**src/hdl/ofm_pkg.sv**
```systemverilog
// Package of constants and types for the oscillator fail monitor.
package ofm_pkg;

   // ----------------------------------------------------------------
   // Register map
   // ----------------------------------------------------------------
   localparam logic [7:0] REG_PRIO_STATUS = 8'ha9;
   localparam logic [7:0] REG_IRQ_STATUS  = 8'hb0;
   localparam logic [7:0] REG_IRQ_MASK    = 8'hb1;

   // ----------------------------------------------------------------
   // Field positions and reset values
   // ----------------------------------------------------------------
   localparam int unsigned OSC_FAIL_BIT      = 7;
   localparam int unsigned WDT_FLAG_BIT      = 6;
   localparam int unsigned PRIO_MSB          = 5;
   localparam int unsigned IRQ_FAIL_BIT      = 0;
   localparam int unsigned IRQ_RECOVER_BIT   = 1;
   localparam int unsigned IRQ_W             = 2;
   localparam logic [7:0]  PRIO_STATUS_RESET = 8'h00;
   localparam logic [1:0]  IRQ_MASK_RESET    = 2'h0;
   localparam logic [1:0]  IRQ_STATUS_RESET  = 2'h0;

   // ----------------------------------------------------------------
   // Timing
   // ----------------------------------------------------------------
   localparam int unsigned CLK_PERIOD_NS      = 10;
   localparam int unsigned REF_DIV            = 5;
   localparam int unsigned FINAL_PHASE_MS     = 1;
   localparam int unsigned FINAL_PHASE_CYCLES = FINAL_PHASE_MS * 1000000 / CLK_PERIOD_NS;
   localparam int unsigned FINAL_CNT_W        = 17;
   localparam int unsigned SWITCH_GAP_CYCLES  = 4;
   localparam int unsigned GAP_CNT_W          = 3;
   localparam int unsigned REF_CNT_W          = 3;
   localparam int unsigned EDGE_CNT_W         = 3;
   localparam int unsigned SYNC_PINS          = 3;

   // ----------------------------------------------------------------
   // Supervisor states
   // ----------------------------------------------------------------
   typedef enum logic [2:0] {
      ST_OFF,
      ST_MONITOR,
      ST_GAP_TO_RC,
      ST_FAIL,
      ST_FINAL,
      ST_GAP_TO_XTAL
   } ofm_state_t;

endpackage

```
**src/hdl/ofm_cmp_if.sv**
```systemverilog
// Interface between the supervisor and the frequency comparator.
`timescale 1ns/1ps
interface ofm_cmp_if;
   logic run;
   logic window_done;
   logic xtal_slow;

   modport ctl (output run, input window_done, input xtal_slow);
   modport cmp (input run, output window_done, output xtal_slow);
endinterface

```
**src/hdl/ofm_freq_cmp.sv**
```systemverilog
// Frequency comparator: crystal edges counted per divided reference period.
`timescale 1ns/1ps
module ofm_freq_cmp
   import ofm_pkg::*;
(
   input  wire logic clock,
   input  wire logic reset_n,
   input  wire logic xtal_in,
   ofm_cmp_if.cmp    cmp
);

   logic                  xtal_meta_r;
   logic                  xtal_sync_r;
   logic                  xtal_last_r;
   logic [REF_CNT_W-1:0]  ref_cnt_r;
   logic [EDGE_CNT_W-1:0] edge_cnt_r;
   logic                  xtal_rise;
   logic                  ref_end;

   // ----------------------------------------------------------------
   // Pin synchroniser
   // ----------------------------------------------------------------
   always_ff @(posedge clock) begin
      xtal_meta_r <= xtal_in;
      xtal_sync_r <= xtal_meta_r;
      xtal_last_r <= xtal_sync_r;
   end

   assign xtal_rise = xtal_sync_r & ~xtal_last_r;
   assign ref_end   = (ref_cnt_r == REF_CNT_W'(REF_DIV - 1));

   // ----------------------------------------------------------------
   // Reference divider and edge counter
   // ----------------------------------------------------------------
   always_ff @(posedge clock) begin
      if (!reset_n || !cmp.run) begin
         ref_cnt_r <= '0;
      end else if (ref_end) begin
         ref_cnt_r <= '0;
      end else begin
         ref_cnt_r <= ref_cnt_r + 1'b1;
      end
   end

   // An edge in the closing cycle belongs to the next window, so none is lost.
   always_ff @(posedge clock) begin
      if (!reset_n || !cmp.run) begin
         edge_cnt_r <= '0;
      end else if (ref_end) begin
         edge_cnt_r <= {{(EDGE_CNT_W-1){1'b0}}, xtal_rise};
      end else if (xtal_rise && edge_cnt_r != '1) begin
         edge_cnt_r <= edge_cnt_r + 1'b1;
      end
   end

   always_ff @(posedge clock) begin
      if (!reset_n || !cmp.run) begin
         cmp.window_done <= 1'b0;
         cmp.xtal_slow   <= 1'b1;
      end else begin
         cmp.window_done <= ref_end;
         if (ref_end) begin
            cmp.xtal_slow <= (edge_cnt_r == '0);
         end
      end
   end

endmodule

```
**src/hdl/ofm_top.sv**
```systemverilog
// Oscillator fail monitor: supervision, clock select, reset and status flags.
`timescale 1ns/1ps
module ofm_top
   import ofm_pkg::*;
#(
   parameter int unsigned FINAL_CYCLES = FINAL_PHASE_CYCLES
)(
   input  wire logic        clock,
   input  wire logic        reset_n,
   input  wire logic        osc_monitor_enable_pin,
   input  wire logic        xtal_in,
   input  wire logic        ext_reset_n_pin,
   input  wire logic        hw_powerdown_pin,
   input  wire logic        wdt_reset_event,
   input  wire logic [7:0]  bus_addr,
   input  wire logic [7:0]  bus_wdata,
   input  wire logic        bus_write,
   input  wire logic        bus_read,
   output logic      [7:0]  bus_rdata,
   output logic             xtal_clk_en,
   output logic             rc_clk_en,
   output logic             chip_reset,
   output logic             wdt_stop,
   output logic      [5:0]  priority_bits,
   output logic             irq
);

   // ----------------------------------------------------------------
   // Declarations
   // ----------------------------------------------------------------
   logic [SYNC_PINS-1:0]   pin_raw;
   logic [SYNC_PINS-1:0]   pin_meta_r;
   logic [SYNC_PINS-1:0]   pin_sync_r;
   logic                   enable_s;
   logic                   ext_reset_s;
   logic                   powerdown_s;

   ofm_state_t             state_r;
   ofm_state_t             state_nxt;
   logic [GAP_CNT_W-1:0]   gap_cnt_r;
   logic [FINAL_CNT_W-1:0] final_cnt_r;
   logic                   gap_done;
   logic                   final_done;
   logic                   fail_seen;
   logic                   good_seen;

   logic                   osc_reset_req_r;
   logic                   osc_reset_req_nxt;
   logic                   xtal_en_nxt;
   logic                   rc_en_nxt;

   logic                   osc_fail_flag_r;
   logic                   wdt_flag_r;
   logic [PRIO_MSB:0]      prio_r;
   logic [IRQ_W-1:0]       irq_status_r;
   logic [IRQ_W-1:0]       irq_mask_r;
   logic [IRQ_W-1:0]       irq_event;
   logic                   fail_enter;
   logic                   recover_done;

   ofm_cmp_if              cmp_bus ();

   // ----------------------------------------------------------------
   // Address decode
   // ----------------------------------------------------------------
   function automatic logic hit(input logic [7:0] addr, input logic [7:0] reg_addr);
      hit = (addr == reg_addr);
   endfunction

   // ----------------------------------------------------------------
   // Pin synchronisers
   // ----------------------------------------------------------------
   // The external reset is inverted here so that every synchronised bit is active high.
   assign pin_raw = {hw_powerdown_pin, ~ext_reset_n_pin, osc_monitor_enable_pin};

   generate
      for (genvar i = 0; i < SYNC_PINS; i++) begin : g_sync
         always_ff @(posedge clock) begin
            pin_meta_r[i] <= pin_raw[i];
            pin_sync_r[i] <= pin_meta_r[i];
         end
      end
   endgenerate

   assign enable_s    = pin_sync_r[0];
   assign ext_reset_s = pin_sync_r[1];
   assign powerdown_s = pin_sync_r[2];

   // ----------------------------------------------------------------
   // Frequency comparator
   // ----------------------------------------------------------------
   // The crystal is sampled by this clock, so it must run well below half its rate;
   // a faster crystal aliases and may read as slow.
   assign cmp_bus.run = enable_s;

   ofm_freq_cmp u_cmp (
      .clock   (clock),
      .reset_n (reset_n),
      .xtal_in (xtal_in),
      .cmp     (cmp_bus.cmp)
   );

   assign fail_seen = cmp_bus.window_done & cmp_bus.xtal_slow;
   assign good_seen = cmp_bus.window_done & ~cmp_bus.xtal_slow;

   // ----------------------------------------------------------------
   // Supervisor state machine
   // ----------------------------------------------------------------
   assign gap_done   = (gap_cnt_r == GAP_CNT_W'(SWITCH_GAP_CYCLES - 1));
   assign final_done = (final_cnt_r == FINAL_CNT_W'(FINAL_CYCLES - 1));

   // Power-down and power-on both start from the RC side and then follow
   // the same path as a detected failure, so the three functions share logic.
   always_comb begin
      state_nxt = state_r;
      unique case (state_r)
         ST_OFF: begin
            if (enable_s) begin
               state_nxt = ST_GAP_TO_RC;
            end
         end
         ST_MONITOR: begin
            if (!enable_s) begin
               state_nxt = ST_OFF;
            end else if (fail_seen || powerdown_s) begin
               state_nxt = ST_GAP_TO_RC;
            end
         end
         ST_GAP_TO_RC: begin
            if (!enable_s) begin
               state_nxt = ST_GAP_TO_XTAL;
            end else if (gap_done) begin
               state_nxt = ST_FAIL;
            end
         end
         ST_FAIL: begin
            if (!enable_s) begin
               state_nxt = ST_GAP_TO_XTAL;
            end else if (good_seen && !powerdown_s) begin
               state_nxt = ST_FINAL;
            end
         end
         ST_FINAL: begin
            if (!enable_s) begin
               state_nxt = ST_GAP_TO_XTAL;
            end else if (fail_seen || powerdown_s) begin
               state_nxt = ST_FAIL;
            end else if (final_done) begin
               state_nxt = ST_GAP_TO_XTAL;
            end
         end
         ST_GAP_TO_XTAL: begin
            if (gap_done) begin
               state_nxt = enable_s ? ST_MONITOR : ST_OFF;
            end
         end
         // Codes 6 and 7 cannot be reached; should one appear, the RC side is the safe way out.
         default: begin
            state_nxt = ST_GAP_TO_RC;
         end
      endcase
   end

   always_ff @(posedge clock) begin
      if (!reset_n) begin
         state_r <= ST_GAP_TO_RC;
      end else begin
         state_r <= state_nxt;
      end
   end

   // ----------------------------------------------------------------
   // Dead-time and final phase counters
   // ----------------------------------------------------------------
   always_ff @(posedge clock) begin
      if (!reset_n || state_nxt != state_r) begin
         gap_cnt_r <= '0;
      end else if ((state_r == ST_GAP_TO_RC || state_r == ST_GAP_TO_XTAL) && !gap_done) begin
         gap_cnt_r <= gap_cnt_r + 1'b1;
      end
   end

   // A slow window during the final phase restarts the whole phase.
   always_ff @(posedge clock) begin
      if (!reset_n || state_r != ST_FINAL) begin
         final_cnt_r <= '0;
      end else if (!final_done) begin
         final_cnt_r <= final_cnt_r + 1'b1;
      end
   end

   // ----------------------------------------------------------------
   // Clock enables and reset request
   // ----------------------------------------------------------------
   // Neither enable is high inside a gap state, so the outside AND-OR
   // clock cell never sees both sources at once.
   always_comb begin
      xtal_en_nxt       = (state_nxt == ST_OFF) || (state_nxt == ST_MONITOR);
      rc_en_nxt         = (state_nxt == ST_FAIL) || (state_nxt == ST_FINAL);
      osc_reset_req_nxt = enable_s &&
                          (state_nxt == ST_GAP_TO_RC || state_nxt == ST_FAIL ||
                           state_nxt == ST_FINAL || state_nxt == ST_GAP_TO_XTAL);
   end

   always_ff @(posedge clock) begin
      if (!reset_n) begin
         xtal_clk_en <= 1'b0;
         rc_clk_en   <= 1'b0;
      end else begin
         xtal_clk_en <= xtal_en_nxt;
         rc_clk_en   <= rc_en_nxt;
      end
   end

   always_ff @(posedge clock) begin
      if (!reset_n) begin
         osc_reset_req_r <= 1'b1;
      end else begin
         osc_reset_req_r <= osc_reset_req_nxt;
      end
   end

   // The external reset reaches the chip late through its synchroniser, so a pulse
   // shorter than one clock period may be missed.
   always_ff @(posedge clock) begin
      if (!reset_n) begin
         chip_reset <= 1'b1;
      end else begin
         chip_reset <= osc_reset_req_nxt | ext_reset_s;
      end
   end

   // The watchdog stop follows the monitor's own request alone.
   assign wdt_stop = osc_reset_req_r;

   // ----------------------------------------------------------------
   // Status flags
   // ----------------------------------------------------------------
   assign fail_enter   = (state_r == ST_MONITOR) && (state_nxt == ST_GAP_TO_RC) && !powerdown_s;
   assign recover_done = (state_r == ST_GAP_TO_XTAL) && (state_nxt == ST_MONITOR);

   // Hardware set wins over any clear in the same cycle.
   always_ff @(posedge clock) begin
      if (!reset_n) begin
         osc_fail_flag_r <= PRIO_STATUS_RESET[OSC_FAIL_BIT];
      end else if (fail_enter) begin
         osc_fail_flag_r <= 1'b1;
      end else if (ext_reset_s) begin
         osc_fail_flag_r <= 1'b0;
      end else if (bus_write && hit(bus_addr, REG_PRIO_STATUS)) begin
         osc_fail_flag_r <= bus_wdata[OSC_FAIL_BIT];
      end
   end

   // The monitor reset deliberately has no path into this flag.
   always_ff @(posedge clock) begin
      if (!reset_n) begin
         wdt_flag_r <= PRIO_STATUS_RESET[WDT_FLAG_BIT];
      end else if (wdt_reset_event) begin
         wdt_flag_r <= 1'b1;
      end else if (ext_reset_s) begin
         wdt_flag_r <= 1'b0;
      end
   end

   always_ff @(posedge clock) begin
      if (!reset_n) begin
         prio_r <= PRIO_STATUS_RESET[PRIO_MSB:0];
      end else if (bus_write && hit(bus_addr, REG_PRIO_STATUS)) begin
         prio_r <= bus_wdata[PRIO_MSB:0];
      end
   end

   assign priority_bits = prio_r;

   // ----------------------------------------------------------------
   // Interrupt status and mask
   // ----------------------------------------------------------------
   always_comb begin
      irq_event                  = '0;
      irq_event[IRQ_FAIL_BIT]    = fail_enter;
      irq_event[IRQ_RECOVER_BIT] = recover_done;
   end

   always_ff @(posedge clock) begin
      if (!reset_n) begin
         irq_status_r <= IRQ_STATUS_RESET;
      end else if (bus_write && hit(bus_addr, REG_IRQ_STATUS)) begin
         irq_status_r <= (irq_status_r & ~bus_wdata[IRQ_W-1:0]) | irq_event;
      end else begin
         irq_status_r <= irq_status_r | irq_event;
      end
   end

   always_ff @(posedge clock) begin
      if (!reset_n) begin
         irq_mask_r <= IRQ_MASK_RESET;
      end else if (bus_write && hit(bus_addr, REG_IRQ_MASK)) begin
         irq_mask_r <= bus_wdata[IRQ_W-1:0];
      end
   end

   always_ff @(posedge clock) begin
      if (!reset_n) begin
         irq <= 1'b0;
      end else begin
         irq <= |(irq_status_r & irq_mask_r);
      end
   end

   // ----------------------------------------------------------------
   // Register read port
   // ----------------------------------------------------------------
   // Read data stand for one cycle after each cycle that bus_read is high; unmapped addresses read zero.
   always_ff @(posedge clock) begin
      if (!reset_n || !bus_read) begin
         bus_rdata <= 8'h00;
      end else if (hit(bus_addr, REG_PRIO_STATUS)) begin
         bus_rdata <= {osc_fail_flag_r, wdt_flag_r, prio_r};
      end else if (hit(bus_addr, REG_IRQ_STATUS)) begin
         bus_rdata <= {{(8-IRQ_W){1'b0}}, irq_status_r};
      end else if (hit(bus_addr, REG_IRQ_MASK)) begin
         bus_rdata <= {{(8-IRQ_W){1'b0}}, irq_mask_r};
      end else begin
         bus_rdata <= 8'h00;
      end
   end

endmodule

```
**config.mk**
```make
export PLATFORM = sky130hd
export DESIGN_NAME = ofm_top
export DESIGN_NICKNAME = d
export VERILOG_FILES = /design/src/hdl/ofm_pkg.sv /design/src/hdl/ofm_cmp_if.sv /design/src/hdl/ofm_freq_cmp.sv /design/src/hdl/ofm_top.sv
export SDC_FILE = /design/constraint.sdc
export NUM_CORES = 1
export LEC_CHECK = 0
export BUFFER_PORTS_ARGS = -buffer_cell sky130_fd_sc_hd__buf_2
export CORE_UTILIZATION = 55
export DETAILED_ROUTE_END_ITERATION = 10
export GPL_ROUTABILITY_DRIVEN = 0
export PLACE_DENSITY = 0.78
export SLEW_MARGIN = 20
export SYNTH_ARGS = -nofsm -noshare
export SYNTH_HDL_FRONTEND = slang
export SYNTH_SLANG_ARGS = --single-unit
```
**constraint.sdc**
```tcl
create_clock -name clock -period 2.85 [get_ports clock]
set_clock_uncertainty 0.1 [all_clocks]
set_input_delay 0.57 -clock clock [delete_from_list [all_inputs] [get_ports clock]]
set_output_delay 0.57 -clock clock [all_outputs]
set_load 0.02 [all_outputs]
```
==> impl_metrics.json <==
{
  "outcome": "completed",
  "ant_nets": 0,
  "min_to": "u_cmp.xtal_sync_r$_DFF_P_",
  "antenna_found_initial": 0,
  "slowest_stage": "nor4b_1",
  "hold_class": "reg2reg",
  "rr_worst_depth": 5,
  "finalWirelength_um": 4810,
  "grtUsageTotal": 0.213,
  "period_minus_slack_ns": 2.19,
  "yosysTopAreaCell": "dfxtp_1",
  "dp_hpwl_um": 3430,
  "cellLeakagePower_nw": 1.30,
  "drive_gt1_frac": 0.184,
  "max_stage_delay_ns": 0.49,
  "cap_violations": 0,
  "synthesis.nets": 329,
  "drc_errors": 0,
  "start_util": 0.576,
  "die_w_um": 72.8,
  "holdBufCountCts": 0,
  "post_cts_buffers": 0,
  "syn-cell-area_sq_um": 2760,
  "dieHeight_um": 72.8,
  "r2r_start": "final_cnt_r[5]$_SDFFE_PP0N_",
  "rsz0062_at_grt": "no",
  "io_pins": 44,
  "first_iter_violations": 93,
  "cts_buffers": 9,
  "synth_most_common_cell": "dfxtp_1",
  "relSlewSlack": 0.577,
  "min_path_cells": 0,
  "p_total_mw": 1.85,
  "ys_top_cells_by_area": "dfxtp_1, nor2_1, xor2_1, ha_1, mux2i_1",
  "path_max_fanout": 7,
  "overflow": 0,
  "crit_type": "reg2reg",
  "place_inst": 399,
  "clk_latency_ns": 0.33,
  "clk_pin_slew_ns": 0.06,
  "cts_tree": "built",
  "fillers": 409,
  "port_buffers": 42,
  "vdd_drop_max_v": 0.000394,
  "synth_ff_type": "dfxtp_1",
  "reg2reg_setup_slack_ns": 0.66,
  "arrival_ns": 2.35,
  "crit_start": "final_cnt_r[5]$_SDFFE_PP0N_",
  "vias_per_cell": 5.16,
  "critPathRequiredTime_ns": 3.01,
  "hold_start": "u_cmp.xtal_meta_r$_DFF_P_",
  "diodes": 0,
  "h-tree-depth": 3,
  "cp_top_family": "simple AND/OR/NAND/NOR gates",
  "synth_common_cells": "dfxtp_1, nor2_1, nand2_1, xor2_1, inv_1",
  "hold_violations": 0,
  "yosys_warnings": 0,
  "ys_seq_area_frac": 0.472,
  "r2r_end": "rc_clk_en$_SDFF_PN0_",
  "nets": 376,
  "synth-edff-count": 0,
  "clock_sinks": 65,
  "dieArea_sq_um": 5300,
  "grt_pass1_vias": 2095,
  "path_cells": "nor4b_1 > nand4_1 > or3_1 > o21ai_0 > mux2i_1",
  "cts_buffer_depth": 2,
  "first_pass_iters": 4,
  "multi_input_area_sq_um": 1370,
  "num_vias": 2143,
  "cts_resized": 0,
  "synth_top_area_share": 0.472,
  "endpoint_kind": "register",
  "grt_pass1_wl_um": 8570,
  "power.density_nw_per_um2": 571,
  "instances_no_fill": 415,
  "syn_inst": 296,
  "synth_cell_types": 44,
  "worstMarginPinSlew_ns": 0.629,
  "grt_max_degree": 23,
  "syn-mean-instance-area_sq_um": 9.32,
  "fmax_ghz": 0.456,
  "place_ws_ns": 0.491,
  "start_kind": "register",
  "clockRootBuffer": "clkbuf_8",
  "timing.setup.tns_ns": 0,
  "area_growth_pct": 17.5,
  "wl_per_cell_um": 11.6,
  "final-max-slew-violation-count": 0,
  "core_sq_um": 4790,
  "worst_slack_ns": 0.659,
  "synth-async-reset-ratio": 0,
  "placementRows": 25,
  "crit_buf_inv": 0,
  "fin_crit_sh": 0.769,
  "ys_seq_elements": 65,
  "finalSetupViolCount": 0,
  "regArea_sq_um": 1300
}
-- layout make-up --
class | instances | area share
inverters | 12 | 0.0139
multi-input cells | 210 | 0.423
clock inverters | 2 | 0.0108
repair buffers | 45 | 0.0718
well taps | 67 | 0.0259
flip-flops and latches | 65 | 0.402
clock buffers | 14 | 0.0533
-- power breakdown --
group	switching [mW]	internal [mW]
combinational	0.0611	0.0532
sequential	0.0214	0.929
clock	0.310	0.475
-- layout by cell type (no fill, tap or decap), drive strengths merged, types with 2 or more instances in the layout --
cell,n
o21a,2
a211oi,5
nand4,9
inv,12
nand3b,3
xor2,14
nor2,34
and4,4
and3b,2
o21ai,7
nand2,24
mux2,4
a21oi,9
a21boi,5
nor3,3
a22oi,3
nor4,6
nor2b,10
and2,8
nand2b,10
dfxtp,65
xnor2,5
buf,45
mux2i,10
nand3,10
clkbuf,14
ha,8
-- metrics by stage --
step	area (sq um)	util	hold WS (ns)
floorplan	2760	-	0.210
global placement	3030	0.634	0.211
detailed placement	3030	0.634	0.215
CTS	3240	0.677	0.222
global route	3240	0.677	0.214
finish	3240	0.677	0.229
-- registers in the layout, summed over array words and instances, names as in the netlist, 2 cells and up --
name              count
priority_bits         6
u_cmp.ref_cnt_r       3
final_cnt_r          17
irq_mask_r            2
irq_status_r          2
u_cmp.edge_cnt_r      3
bus_rdata             8
gap_cnt_r             3
state_r               3
pin_meta_r            3
-- logic make-up (layout without fill, tap and decap cells) --
group,Yosys count,in the layout,share of synthesized area
AO/OA/AOI/OAI,40,40,0.0971
XOR/XNOR,19,19,0.0603
adder cells (fa/ha/maj),8,8,0.0363
buffers and inverters,21,73,0.0313
flip-flops,65,65,0.472
multiplexers,14,14,0.0526
AND/OR/NAND/NOR,129,129,0.250
-- worst max-delay path by stage --
stage / slack [ns] / endpoint / depth (start not counted)
6_report: 0.66 / rc_clk_en$_SDFF_PN0_ / 5
5_1_grt: 0.46 / rc_clk_en$_SDFF_PN0_ / 6
4_1_cts: 0.65 / rc_clk_en$_SDFF_PN0_ / 5
3_5_place_dp: 0.49 / priority_bits[2]$_SDFFE_PN0P_ / 6
3_3_place_gp: 0.53 / osc_fail_flag_r$_SDFFE_PN0P_ / 6
2_1_floorplan: 0.61 / osc_fail_flag_r$_SDFFE_PN0P_ / 6
-- worst register-to-register path: stages, from the launching register on --
cell     delay, ns
dfxtp_1       0.37
nor4b_1       0.49
nand4_1       0.35
or3_1         0.43
o21ai_0       0.16
mux2i_1       0.22
-- layer usage --
layer	global-route usage	vias up	wire [um]
met5	0	-	0
met4	0.0871	0	35
met3	0.0815	2	259
met2	0.358	50	2290
met1	0.243	976	2220
li1	-	1115	-
No activity file was read; power rests on OpenSTA's default activity.
